File: src/shared/usbpc_pkg.sv
// Constants and carrier types of the USB peripheral register bank.
// Assumes an 8-bit host port with an address phase before each data phase.
package usbpc_pkg;

    // ****************************************
    // Register offsets
    // ****************************************
    localparam logic [7:0] OFS_CTRL_ONE = 8'h05;
    localparam logic [7:0] OFS_INT_MASK = 8'h06;
    localparam logic [7:0] OFS_DEV_ADDR = 8'h07;
    localparam logic [7:0] OFS_INT_FLAGS = 8'h0D;
    localparam logic [7:0] OFS_BUF_SET = 8'h0E;
    localparam logic [7:0] OFS_CTRL_TWO = 8'h0F;
    localparam logic [7:0] OFS_FRAME_LO = 8'h15;
    localparam logic [7:0] OFS_FRAME_HI = 8'h16;
    localparam logic [7:0] OFS_DMA_CNT_LO = 8'h35;
    localparam logic [7:0] OFS_DMA_CNT_HI = 8'h36;

    // ****************************************
    // Field positions
    // ****************************************
    localparam int CTRL1_STANDBY_BIT = 6;
    localparam int CTRL1_SPEED_BIT = 5;
    localparam int CTRL1_FORCE_HI_BIT = 4;
    localparam int CTRL1_FORCE_LO_BIT = 3;
    localparam int CTRL1_DMA_DIR_BIT = 2;
    localparam int CTRL1_DMA_EN_BIT = 1;
    localparam int CTRL1_USB_EN_BIT = 0;
    localparam int MASK_DMA_BUSY_BIT = 7;
    localparam int CTRL2_MASTER_BIT = 7;
    localparam int CTRL2_POLARITY_BIT = 6;
    localparam int NUM_EVENTS = 7;

    // Writable bits of the control and mask registers
    localparam logic [7:0] CTRL_ONE_WMASK = 8'h7F;
    localparam logic [7:0] INT_MASK_WMASK = 8'h7F;
    localparam logic [7:0] CTRL_TWO_WMASK = 8'hC0;

    // ****************************************
    // Reset values
    // ****************************************
    localparam logic [7:0] CTRL_ONE_RST = 8'h00;
    localparam logic [7:0] INT_MASK_RST = 8'h00;
    localparam logic [7:0] DEV_ADDR_RST = 8'h00;
    localparam logic [7:0] CTRL_TWO_RST = 8'h00;
    localparam logic [7:0] DMA_CNT_RST = 8'h00;
    localparam logic [15:0] DMA_REMAIN_RST = 16'h0000;
    localparam logic [7:0] READ_IDLE = 8'h00;

    // ****************************************
    // Types
    // ****************************************
    typedef enum logic [1:0] {
        LINE_NORMAL,
        LINE_SE0,
        LINE_K,
        LINE_J
    } usbpc_line_force_t;

    typedef enum logic {
        DMA_IDLE,
        DMA_RUN
    } usbpc_dma_state_t;

    typedef struct packed {
        logic wr;
        logic rd;
        logic [7:0] addr;
        logic [7:0] wdata;
    } usbpc_access_t;

    typedef struct packed {
        logic usb_reset;
        logic sof;
        logic [3:0] ep_done;
    } usbpc_events_t;

    typedef struct packed {
        logic force_en;
        logic dp;
        logic dm;
    } usbpc_line_drive_t;

    // Register write hit
    function automatic logic wr_hit(input usbpc_access_t acc, input logic [7:0] ofs);
        wr_hit = acc.wr && (acc.addr == ofs);
    endfunction : wr_hit

    // Masked register update
    function automatic logic [7:0] upd(input logic [7:0] old, input logic [7:0] wd,
                                       input logic [7:0] wmask);
        upd = (old & ~wmask) | (wd & wmask);
    endfunction : upd

endpackage : usbpc_pkg

File: src/hdl/usbpc_ctrl_regs.sv
// Control and status register bank of the USB peripheral side.
// Assumes a synchronous 8-bit host port and event pulses from the serial engine.
`timescale 1ns/10ps

// Summary of operation
// - Bit 6 puts the transceiver in low power.
// - Standby with transfers off means suspend.
// - Bit 5: 0 full speed, 1 low speed.
// - Bits 4:3 force normal, SE0, K or J.
// - Line-force bits clear at reset.
// - Bit 2: DMA out of device at 1, in at 0.
// - DMA enabled: count high write starts DMA.
// - Bit 0 enables transfers, clear at reset.
// - Mask bit 1 lets its event raise the request.
// - Mask writes leave the flags alone.
// - Mask bits 6:4 gate bus reset, frame start, DMA done.
// - Mask bits 3 to 0 gate endpoint 3 to 0 done.
// - Mask bit 7 reads 1 while DMA runs.
// - Device address is 00h after reset.
// - Only tokens to the device address are answered.
// - Decode at 05h-07h, 0Dh-0Fh, 15h-16h, 35h-36h.
// - Flag write 1 clears, 0 keeps; reads show flags.
module usbpc_ctrl_regs (
    input wire logic clk_i,
    input wire logic nrst_i,
    input wire logic cs_n_i,
    input wire logic rd_n_i,
    input wire logic wr_n_i,
    input wire logic a0_i,
    input wire logic [7:0] data_i,
    output logic [7:0] data_o,
    output logic data_oe_o,
    input usbpc_pkg::usbpc_events_t events_i,
    input wire logic [10:0] frame_number_i,
    input wire logic [3:0] buffer_set_i,
    input wire logic token_valid_i,
    input wire logic [6:0] token_addr_i,
    input wire logic dma_byte_i,
    output logic transceiver_standby_o,
    output logic suspend_o,
    output logic speed_select_o,
    output usbpc_pkg::usbpc_line_drive_t line_drive_o,
    output logic dma_dir_o,
    output logic dma_enable_o,
    output logic usb_enable_o,
    output logic master_mode_o,
    output logic polarity_swap_o,
    output logic dma_start_o,
    output logic dma_busy_o,
    output logic addr_match_o,
    output logic interrupt_request_out_o
);

    // ****************************************
    // Declarations
    // ****************************************
    usbpc_pkg::usbpc_access_t acc;
    usbpc_pkg::usbpc_dma_state_t dma_state_q;
    usbpc_pkg::usbpc_line_force_t line_force;
    logic [7:0] ctrl_one_q;
    logic [7:0] int_mask_q;
    logic [7:0] dev_addr_q;
    logic [7:0] ctrl_two_q;
    logic [7:0] frame_lo_q;
    logic [7:0] frame_hi_q;
    logic [7:0] dma_cnt_lo_q;
    logic [7:0] dma_cnt_hi_q;
    logic [15:0] dma_remain_q;
    logic [15:0] dma_total;
    logic [7:0] rdata_q;
    logic [7:0] rdata_d;
    logic dma_start_q;
    logic dma_done_pulse;
    logic dma_kick;
    logic standby_q;
    logic suspend_q;
    logic addr_match_q;
    logic [usbpc_pkg::NUM_EVENTS-1:0] flag_set;
    logic [usbpc_pkg::NUM_EVENTS-1:0] flag_clr;
    logic [usbpc_pkg::NUM_EVENTS-1:0] flags;
    logic irq;

    // ****************************************
    // Host port
    // ****************************************
    usbpc_host_port u_port (
        .clk_i(clk_i),
        .nrst_i(nrst_i),
        .cs_n_i(cs_n_i),
        .rd_n_i(rd_n_i),
        .wr_n_i(wr_n_i),
        .a0_i(a0_i),
        .data_i(data_i),
        .acc_o(acc)
    );

    // ****************************************
    // First control register
    // ****************************************
    always_ff @(posedge clk_i or negedge nrst_i) begin
        if (!nrst_i) begin
            ctrl_one_q <= usbpc_pkg::CTRL_ONE_RST;
        end else if (usbpc_pkg::wr_hit(acc, usbpc_pkg::OFS_CTRL_ONE)) begin
            ctrl_one_q <= usbpc_pkg::upd(ctrl_one_q, acc.wdata, usbpc_pkg::CTRL_ONE_WMASK);
        end
    end

    assign line_force = usbpc_pkg::usbpc_line_force_t'(
        {ctrl_one_q[usbpc_pkg::CTRL1_FORCE_HI_BIT], ctrl_one_q[usbpc_pkg::CTRL1_FORCE_LO_BIT]});

    // Standby, suspend and forced line states
    always_ff @(posedge clk_i or negedge nrst_i) begin
        if (!nrst_i) begin
            standby_q <= 1'b0;
            suspend_q <= 1'b0;
        end else begin
            standby_q <= ctrl_one_q[usbpc_pkg::CTRL1_STANDBY_BIT];
            suspend_q <= ctrl_one_q[usbpc_pkg::CTRL1_STANDBY_BIT]
                && !ctrl_one_q[usbpc_pkg::CTRL1_USB_EN_BIT];
        end
    end

    always_ff @(posedge clk_i or negedge nrst_i) begin
        if (!nrst_i) begin
            line_drive_o <= '0;
        end else begin
            unique case (line_force)
                usbpc_pkg::LINE_NORMAL: begin
                    line_drive_o <= '0;
                end
                usbpc_pkg::LINE_SE0: begin
                    line_drive_o <= '{force_en: 1'b1, dp: 1'b0, dm: 1'b0};
                end
                usbpc_pkg::LINE_K: begin
                    line_drive_o <= '{force_en: 1'b1, dp: 1'b0, dm: 1'b1};
                end
                usbpc_pkg::LINE_J: begin
                    line_drive_o <= '{force_en: 1'b1, dp: 1'b1, dm: 1'b0};
                end
            endcase
        end
    end

    assign transceiver_standby_o = standby_q;
    assign suspend_o = suspend_q;
    assign speed_select_o = ctrl_one_q[usbpc_pkg::CTRL1_SPEED_BIT];
    assign dma_dir_o = ctrl_one_q[usbpc_pkg::CTRL1_DMA_DIR_BIT];
    assign dma_enable_o = ctrl_one_q[usbpc_pkg::CTRL1_DMA_EN_BIT];
    assign usb_enable_o = ctrl_one_q[usbpc_pkg::CTRL1_USB_EN_BIT];

    // ****************************************
    // Interrupt mask register
    // ****************************************
    always_ff @(posedge clk_i or negedge nrst_i) begin
        if (!nrst_i) begin
            int_mask_q <= usbpc_pkg::INT_MASK_RST;
        end else if (usbpc_pkg::wr_hit(acc, usbpc_pkg::OFS_INT_MASK)) begin
            int_mask_q <= usbpc_pkg::upd(int_mask_q, acc.wdata, usbpc_pkg::INT_MASK_WMASK);
        end
    end

    // ****************************************
    // Device address and token match
    // ****************************************
    always_ff @(posedge clk_i or negedge nrst_i) begin
        if (!nrst_i) begin
            dev_addr_q <= usbpc_pkg::DEV_ADDR_RST;
        end else if (usbpc_pkg::wr_hit(acc, usbpc_pkg::OFS_DEV_ADDR)) begin
            dev_addr_q <= acc.wdata;
        end
    end

    always_ff @(posedge clk_i or negedge nrst_i) begin
        if (!nrst_i) begin
            addr_match_q <= 1'b0;
        end else begin
            addr_match_q <= token_valid_i && usb_enable_o
                && ({1'b0, token_addr_i} == dev_addr_q);
        end
    end

    assign addr_match_o = addr_match_q;

    // ****************************************
    // Second control register
    // ****************************************
    always_ff @(posedge clk_i or negedge nrst_i) begin
        if (!nrst_i) begin
            ctrl_two_q <= usbpc_pkg::CTRL_TWO_RST;
        end else if (usbpc_pkg::wr_hit(acc, usbpc_pkg::OFS_CTRL_TWO)) begin
            ctrl_two_q <= usbpc_pkg::upd(ctrl_two_q, acc.wdata, usbpc_pkg::CTRL_TWO_WMASK);
        end
    end

    assign master_mode_o = ctrl_two_q[usbpc_pkg::CTRL2_MASTER_BIT];
    assign polarity_swap_o = ctrl_two_q[usbpc_pkg::CTRL2_POLARITY_BIT];

    // ****************************************
    // Frame number capture
    // ****************************************
    always_ff @(posedge clk_i or negedge nrst_i) begin
        if (!nrst_i) begin
            frame_lo_q <= 8'h00;
            frame_hi_q <= 8'h00;
        end else if (events_i.sof) begin
            frame_lo_q <= {frame_number_i[6:0], 1'b0};
            frame_hi_q <= {frame_number_i[10:7], 4'h0};
        end
    end

    // ****************************************
    // DMA count and progress
    // ****************************************
    always_ff @(posedge clk_i or negedge nrst_i) begin
        if (!nrst_i) begin
            dma_cnt_lo_q <= usbpc_pkg::DMA_CNT_RST;
            dma_cnt_hi_q <= usbpc_pkg::DMA_CNT_RST;
        end else begin
            if (usbpc_pkg::wr_hit(acc, usbpc_pkg::OFS_DMA_CNT_LO)) begin
                dma_cnt_lo_q <= acc.wdata;
            end
            if (usbpc_pkg::wr_hit(acc, usbpc_pkg::OFS_DMA_CNT_HI)) begin
                dma_cnt_hi_q <= acc.wdata;
            end
        end
    end

    assign dma_total = {acc.wdata, dma_cnt_lo_q};
    assign dma_kick = usbpc_pkg::wr_hit(acc, usbpc_pkg::OFS_DMA_CNT_HI)
        && ctrl_one_q[usbpc_pkg::CTRL1_DMA_EN_BIT];

    // Remaining bytes, zero count finishes at once
    always_ff @(posedge clk_i or negedge nrst_i) begin
        if (!nrst_i) begin
            dma_state_q <= usbpc_pkg::DMA_IDLE;
            dma_remain_q <= usbpc_pkg::DMA_REMAIN_RST;
            dma_start_q <= 1'b0;
        end else begin
            dma_start_q <= dma_kick && (dma_state_q == usbpc_pkg::DMA_IDLE);
            unique case (dma_state_q)
                usbpc_pkg::DMA_IDLE: begin
                    if (dma_kick && (dma_total != 16'h0000)) begin
                        dma_state_q <= usbpc_pkg::DMA_RUN;
                        dma_remain_q <= dma_total;
                    end
                end
                usbpc_pkg::DMA_RUN: begin
                    if (!ctrl_one_q[usbpc_pkg::CTRL1_DMA_EN_BIT]) begin
                        dma_state_q <= usbpc_pkg::DMA_IDLE;
                        dma_remain_q <= usbpc_pkg::DMA_REMAIN_RST;
                    end else if (dma_byte_i) begin
                        dma_remain_q <= dma_remain_q - 16'h0001;
                        if (dma_remain_q == 16'h0001) begin
                            dma_state_q <= usbpc_pkg::DMA_IDLE;
                        end
                    end
                end
            endcase
        end
    end

    assign dma_done_pulse =
        ((dma_state_q == usbpc_pkg::DMA_IDLE) && dma_kick && (dma_total == 16'h0000))
        || ((dma_state_q == usbpc_pkg::DMA_RUN) && ctrl_one_q[usbpc_pkg::CTRL1_DMA_EN_BIT]
            && dma_byte_i && (dma_remain_q == 16'h0001));

    assign dma_start_o = dma_start_q;
    assign dma_busy_o = (dma_state_q == usbpc_pkg::DMA_RUN);

    // ****************************************
    // Event flags and request output
    // ****************************************
    assign flag_set = {events_i.usb_reset, events_i.sof, dma_done_pulse,
        events_i.ep_done};
    assign flag_clr = usbpc_pkg::wr_hit(acc, usbpc_pkg::OFS_INT_FLAGS)
        ? acc.wdata[usbpc_pkg::NUM_EVENTS-1:0] : '0;

    usbpc_event_flags u_flags (
        .clk_i(clk_i),
        .nrst_i(nrst_i),
        .set_i(flag_set),
        .clr_i(flag_clr),
        .mask_i(int_mask_q[usbpc_pkg::NUM_EVENTS-1:0]),
        .flags_o(flags),
        .irq_o(irq)
    );

    assign interrupt_request_out_o = irq;

    // ****************************************
    // Read path
    // ****************************************
    always_comb begin
        unique case (acc.addr)
            usbpc_pkg::OFS_CTRL_ONE: rdata_d = ctrl_one_q;
            usbpc_pkg::OFS_INT_MASK: rdata_d = {dma_busy_o,
                int_mask_q[usbpc_pkg::NUM_EVENTS-1:0]};
            usbpc_pkg::OFS_DEV_ADDR: rdata_d = dev_addr_q;
            usbpc_pkg::OFS_INT_FLAGS: rdata_d = {dma_busy_o, flags};
            usbpc_pkg::OFS_BUF_SET: rdata_d = {4'h0, buffer_set_i};
            usbpc_pkg::OFS_CTRL_TWO: rdata_d = ctrl_two_q;
            usbpc_pkg::OFS_FRAME_LO: rdata_d = frame_lo_q;
            usbpc_pkg::OFS_FRAME_HI: rdata_d = frame_hi_q;
            usbpc_pkg::OFS_DMA_CNT_LO: rdata_d = dma_cnt_lo_q;
            usbpc_pkg::OFS_DMA_CNT_HI: rdata_d = dma_cnt_hi_q;
            default: rdata_d = usbpc_pkg::READ_IDLE;
        endcase
    end

    always_ff @(posedge clk_i or negedge nrst_i) begin
        if (!nrst_i) begin
            rdata_q <= usbpc_pkg::READ_IDLE;
        end else if (acc.rd) begin
            rdata_q <= rdata_d;
        end
    end

    assign data_o = rdata_q;
    assign data_oe_o = !cs_n_i && !rd_n_i && a0_i;

endmodule : usbpc_ctrl_regs

File: src/hdl/usbpc_host_port.sv
// Host port front end: address latch and one-cycle read/write strobes.
// Assumes strobes and data are synchronous to clk_i.
`timescale 1ns/10ps
module usbpc_host_port (
    input wire logic clk_i,
    input wire logic nrst_i,
    input wire logic cs_n_i,
    input wire logic rd_n_i,
    input wire logic wr_n_i,
    input wire logic a0_i,
    input wire logic [7:0] data_i,
    output usbpc_pkg::usbpc_access_t acc_o
);

    logic wr_n_q;
    logic rd_n_q;
    logic [7:0] addr_q;
    logic wr_start;
    logic rd_start;

    // ****************************************
    // Strobe edges
    // ****************************************
    always_ff @(posedge clk_i or negedge nrst_i) begin
        if (!nrst_i) begin
            wr_n_q <= 1'b1;
            rd_n_q <= 1'b1;
        end else begin
            wr_n_q <= wr_n_i | cs_n_i;
            rd_n_q <= rd_n_i | cs_n_i;
        end
    end

    assign wr_start = wr_n_q && !wr_n_i && !cs_n_i;
    assign rd_start = rd_n_q && !rd_n_i && !cs_n_i;

    // ****************************************
    // Address phase
    // ****************************************
    always_ff @(posedge clk_i or negedge nrst_i) begin
        if (!nrst_i) begin
            addr_q <= 8'h00;
        end else if (wr_start && !a0_i) begin
            addr_q <= data_i;
        end
    end

    assign acc_o.wr = wr_start && a0_i;
    assign acc_o.rd = rd_start && a0_i;
    assign acc_o.addr = addr_q;
    assign acc_o.wdata = data_i;

endmodule : usbpc_host_port

File: src/hdl/usbpc_event_flags.sv
// Sticky event flags with write-one-to-clear and masked request output.
// Assumes event inputs are one-cycle pulses in the clk_i domain.
`timescale 1ns/10ps
module usbpc_event_flags (
    input wire logic clk_i,
    input wire logic nrst_i,
    input wire logic [usbpc_pkg::NUM_EVENTS-1:0] set_i,
    input wire logic [usbpc_pkg::NUM_EVENTS-1:0] clr_i,
    input wire logic [usbpc_pkg::NUM_EVENTS-1:0] mask_i,
    output logic [usbpc_pkg::NUM_EVENTS-1:0] flags_o,
    output logic irq_o
);

    logic [usbpc_pkg::NUM_EVENTS-1:0] flags_q;

    // Set wins over a clear in the same cycle
    always_ff @(posedge clk_i or negedge nrst_i) begin
        if (!nrst_i) begin
            flags_q <= '0;
        end else begin
            flags_q <= (flags_q & ~clr_i) | set_i;
        end
    end

    assign flags_o = flags_q;
    assign irq_o = |(flags_q & mask_i);

endmodule : usbpc_event_flags

File: config.mk
export PLATFORM = sky130hd
export DESIGN_NAME = usbpc_ctrl_regs
export DESIGN_NICKNAME = d
export VERILOG_FILES = /design/src/shared/usbpc_pkg.sv /design/src/hdl/usbpc_ctrl_regs.sv /design/src/hdl/usbpc_host_port.sv /design/src/hdl/usbpc_event_flags.sv
export SDC_FILE = /design/constraint.sdc
export NUM_CORES = 1
export LEC_CHECK = 0
export ABC_AREA = 1
export ABC_CLOCK_PERIOD_IN_PS = 2000
export BUFFER_PORTS_ARGS = -buffer_cell sky130_fd_sc_hd__buf_2
export CAP_MARGIN = 20
export CORE_MARGIN = 1.5
export CORE_UTILIZATION = 58
export DETAILED_ROUTE_END_ITERATION = 7
export GPL_TIMING_DRIVEN = 1
export PLACE_DENSITY = 0.8
export SLEW_MARGIN = 5
export SYNTH_ARGS = -nofsm -noshare
export SYNTH_HDL_FRONTEND = slang
export SYNTH_SLANG_ARGS = --single-unit
File: constraint.sdc
create_clock -name clk_i -period 2 [get_ports clk_i]
set_input_delay 0.4 -clock clk_i [delete_from_list [all_inputs] [get_ports clk_i]]
set_output_delay 0.4 -clock clk_i [all_outputs]
set_load 0.05 [all_outputs]
# == Yosys cells after proc, flatten, opt, wreduce, memory -nomap -nowiden ==
# Cells that the tools add are included.
# W data, S select, Z words.
# totals
ff_bits,108
input_bits,44
output_inout_bits,24
word_cells,99
# op_classes
n_addsub,1
eq_ne,17
muxes,12
bitwise,10
n_reduce_logical,37
# op_table
operator,count
$pmux W8 S10,1
$mux W16,3
$pmux W16 S2,1
$logic_and A1 B1 Y1,26
$eq A8 B3 Y1 const B,3
$eq A8 B4 Y1 const B,3
$eq A16 B1 Y1 const B,1
$eq A8 B5 Y1 const B,2
$eq A8 B6 Y1 const B,2
$logic_not A16 Y1,1
$or A8 B7 Y8,2
$reduce_bool A16 Y1,1
$sub A16 B1 Y16 const B,1
$and A7 B7 Y7,2
$pmux W3 S4,1
$eq A7 B8 Y1,1
$or A6 B8 Y8,1
$mux W7,1
$not A7 Y7,1
$or A7 B7 Y7,1
$reduce_or A7 Y1,1
$logic_not A1 Y1,5
$eq A2 B2 Y1 const B,2
$mux W1,4
9 further kinds,10

# == Depth between registers and ports, before layout ==
# logic_depth
depth_word,10
mapped_depth,10
ltp_nobuf,10

# == By module ==
# From an unflattened synthesis, not the netlist that was laid out.
# hier_totals
hier_cells,726
area_unflattened_um2,5408.9
# modules_own_cells
mod,n_inst,cells_each,area_each_um2,seq_area_each_um2
usbpc_ctrl_regs,1,638,4609.4,2077.0
usbpc_host_port,1,53,493.0,252.7
usbpc_event_flags,1,35,306.5,175.2

# == Least setup slack after synthesis ==
# No wires, ideal clock.
# synth_timing
path_kind,input -> register
start,input port cs_n_i
end,"register rdata_q[0], in the netlist data_o[0]"
setup_ns,0.066
arrival_time_ns,2.074
required_time_ns,1.934
slack_ns,-0.140
cell_stages,6
path_buffers,0
cell_sequence,or2_2 > nor2_1 > nand2_1 > inv_1 > nand2_1 > nand2_1
# synth_between
elab_chain_cells,3
# synth_rtl
item,line,text
from (decl),usbpc_ctrl_regs.sv:26,"input wire logic cs_n_i,"
$logic_not A1 Y1,usbpc_host_port.sv:35,assign rd_start = rd_n_q && !rd_n_i && !cs_n_i;
$logic_and A1 B1 Y1,usbpc_host_port.sv:35,
$logic_and A1 B1 Y1,usbpc_host_port.sv:49,assign acc_o.rd = rd_start && a0_i;
to (signal assigned),usbpc_ctrl_regs.sv:312,rdata_q <= usbpc_pkg::READ_IDLE;
to (signal assigned),usbpc_ctrl_regs.sv:314,rdata_q <= rdata_d;
to (decl),usbpc_ctrl_regs.sv:70,logic [7:0] rdata_q;
# No other way between the ends.
# A chain may end at the register's enable or synchronous reset.

# == Final worst setup path ==
# layout_timing
start,register u_flags.flags_q (netlist bit u_flags.flags_o[6])
end,output port interrupt_request_out_o
# layout_between
elab_chain_cells,2
# layout_rtl
item,line,text
from (decl),usbpc_event_flags.sv:14,logic [usbpc_pkg::NUM_EVENTS-1:0] flags_q;
from (signal assigned),usbpc_event_flags.sv:21,flags_q <= (flags_q & ~clr_i) | set_i;
$and A7 B7 Y7,usbpc_event_flags.sv:26,assign irq_o = |(flags_q & mask_i);
$reduce_or A7 Y1,usbpc_event_flags.sv:26,
to (decl),usbpc_ctrl_regs.sv:51,output logic interrupt_request_out_o
# No other way between the ends.

==> metrics.md <==
| Metric | Value |
|---|---|
| Crit-path cells | `nand2_1 > nand2_1 > a221oi_2 > nand4_1 > buf_6` |
| RR Endpoint | `dma_remain_q[8]$_DFFE_PN0P_` |
| CTS Root Cell | `clkbuf_8` |
| # DRC | `0` |
| Violation count after the first detailed-route iteration | `497` |
| Hold path endpoint | `u_flags.flags_o[2]$_DFF_PN0_` |
| Mean post-synth cell area | `7.57 µm²` |
| Total core area | `8680 µm²` |
| Setup crit end kind | `output pin` |
| Worst path top cell family by delay | `flip-flops` |
| Slew Viols, Final | `0` |
| Inserted Clock Buffers | `9` |
| Vias | `4883` |
| Worst setup path class | `flip-flop to output pin` |
| YS warnings | `0` |
| Most common cell on crit path | `nand2_1` |
| ANT nets after route | `0` |
| Most frequent cells in the layout | `nand2_1 (226), dfrtp_1 (98), nand3_1 (89), nor2_1 (66)` |
| Vias in the first global route | `4656` |
| Cell count after synthesis | `684` |
| Layout cells sized above 1 | `0.170` |
| M3 GR Usage | `0.0568` |
| Total wire length | `13800 µm` |
| Drt first pass iters | `6` |
| DPL Wire Length | `10100 µm` |
| Largest net degree at the start of global routing | `41` |
| Final Cycle Share | `0.960` |
| Cell count of the worst hold path | `3` |
| CTS tree | `done` |
| Post-route clock skew | `11.9 ps` |
| Outcome | `finished clean` |
| Overall Global Routing Usage | `0.300` |
| Clock Latency Late Sink | `370 ps` |
| Highest-delay cell along the critical path | `dfrtp_1` |
| WP data required | `1600 ps` |
| Setup crit start kind | `flip-flop` |
| First-pass GRT wire length | `22600 µm` |
| CTS H-tree depth | `3` |
| Tot Pwr | `4280 µW` |
| Final min period | `1920 ps` |
| Drt wl/cell | `15.7 µm` |
| MaxCap Viol Count | `0` |
| R2R Path Start | `dma_remain_q[0]$_DFFE_PN0P_` |
| Gr ovfl total | `0` |
| Via-per-instance ratio | `5.55` |
| Hold Path Origin | `events_i[2]` |
| Port bufs | `67` |
| Initial Utilization | `0.597` |
| Cell Count, Final, Fillers Out | `880` |
| RSZ-0062 raised after global routing | `no` |
| Worst-Margin Slew | `544 ps` |
| Fmax | `0.521 GHz` |
| Row count | `34` |
| Final Core Density | `0.691` |
| Synth Register Bits | `100` |
| Max rail drop VDD | `0.498 mV` |
| Register area share after synthesis | `0.484` |
| Met2 GRT Util | `0.471` |
| Mapped Area | `5180 µm²` |
| Chip height | `97.5 µm` |
| Max stage delay on crit path | `430 ps` |
| Worst-case reg-to-reg path depth | `9` |
| Worst-path clk slew | `100 ps` |
| Routability cong. | `0.968` |
| Crit path buffers/inverters | `1` |
| # diodes | `0` |
| DP Cell Count | `864` |
| Post-Syn Nets | `730` |
| Final Hold Vio Count | `0` |
| Leakage Power | `0.00320 µW` |
| CTS sink count | `100` |
| Crit Path Max Fanout | `3` |
| Reg-to-reg slack, setup | `220 ps` |
| Worst Path Arrival | `1520 ps` |
| Area Overhead vs Synth | `15.8%` |
| Pwr dens | `713 nW/µm²` |
| Fin Setup TNS | `0 ps` |
| Initial antenna violation count | `0` |
| Most common cell after layout, fill and taps aside | `nand2_1` |
| GR Util met1 | `0.413` |
| Nets@finish | `814` |
| Relative slew margins | `0.636` |
| Die W | `97.5 µm` |
| Die area | `9510 µm²` |
| HP Class | `input pin to flip-flop` |
| Post-CTS Setup Inserts | `0` |
| GR peak layer | `met2` |
| Library cells used by synthesis | `33` |
| Final setup violation count | `0` |
| Max Root-Sink Buffers | `2` |
| I/O Pins | `68` |
cells by family after synthesis:
family,count (synthesis),share of synthesized area
and+or+nand+nor,406,0.338
muxes,9,0.0196
buffers and inverters,83,0.0640
AOI/OAI and AO/OA,78,0.0800
xor gates and xnor gates,6,0.0101
adders and majority gates,2,0.00483
DFF,100,0.484
metrics by stage:
| step | setup slack (ps) | cell area (µm²) | hold slack [ps] |
|---|---|---|---|
| after global placement | 290 | 5760 | 318 |
| after CTS | 25.8 | 5990 | 204 |
| after global routing | 4.34 | 6000 | 207 |
| after floorplan | 173 | 5180 | 104 |
| after detailed placement | 174 | 5760 | 319 |
| final | 80.5 | 6000 | 210 |
metal layers:
layer | vias to the layer above | routed length (µm)
met3 | 32 | 1190
li1 | 2360 | -
met4 | 0 | 380
met1 | 2256 | 5850
met2 | 235 | 6380
met5 | - | 0
final cells by class:
| cell class | instances | area [µm²] |
|---|---|---|
| fillers | 730 | 2680 |
| flip-flops and latches | 100 | 2500 |
| multi-input cells | 501 | 2350 |
| repair buffers | 89 | 537 |
| inverters | 67 | 251 |
| well taps | 108 | 135 |
| clock buffers | 9 | 124 |
| clock inverters | 6 | 95.1 |
power breakdown:
part	internal [µW]	leakage [µW]	switching (µW)
clock	711	0.000104	739
combinational	208	0.00178	420
sequential	2120	0.00132	82.0
worst reg2reg max path: cells and delay by family, from the launching register on:
kind                       cells  cell delay (ps)
adders and majority gates      1              210
AOI/OAI and AO/OA              1               90
DFF                            1              440
buffers and inverters          1              120
and+or+nand+nor                6              830
registers in the layout, summed over array words and instances (netlist names), 2 cells and up:
signal and count:
u_flags.flags_o 7, ctrl_two_q 2, data_o 8, dma_cnt_lo_q 8, dev_addr_q 8, ctrl_one_q 7
frame_lo_q 7, frame_hi_q 4, dma_cnt_hi_q 8, int_mask_q 7, u_port.addr_q 8, dma_remain_q 16
line_drive_o 3
synthesized netlist by cell type (all sizes together):
library cell	instances	area, µm²
inv	65	244
ha	2	25.0
o2111ai	1	8.76
mux2	9	101
clkinv	2	7.51
clkbuf	7	26.3
nand2	228	871
nand3	92	483
nor3	2	10.0
xnor2	6	52.6
a221oi	1	8.76
nor2	73	318
nor4	1	6.26
dfstp	2	52.6
nand4	7	43.8
dfrtp	98	2450
or2	3	18.8
o21bai	3	22.5
a21oi	3	15.0
buf	9	53.8
o31ai	1	7.51
o22ai	2	12.5
o21ai	67	339
worst max-delay path by stage:
stage                                             from                            to  cells after the start
after global placement                          wr_n_i  u_flags.flags_o[4]$_DFF_PN0_                      7
after global routing      u_flags.flags_o[6]$_DFF_PN0_       interrupt_request_out_o                      5
after detailed placement                        wr_n_i  u_flags.flags_o[4]$_DFF_PN0_                      7
after floorplan                                 cs_n_i         data_o[0]$_DFFE_PN0P_                      6
final                     u_flags.flags_o[6]$_DFF_PN0_       interrupt_request_out_o                      5
after CTS                 u_flags.flags_o[6]$_DFF_PN0_       interrupt_request_out_o                      5
timing repair:
item / 4_1_cts / 5_1_grt
hold endpoints to repair: 18 / 0
endpoints found under the setup margin: 0 / 1
gates resized for setup: 0 / 4
hold buffers: 1 / 0
Note: power is estimated with default switching activity, not from simulation.
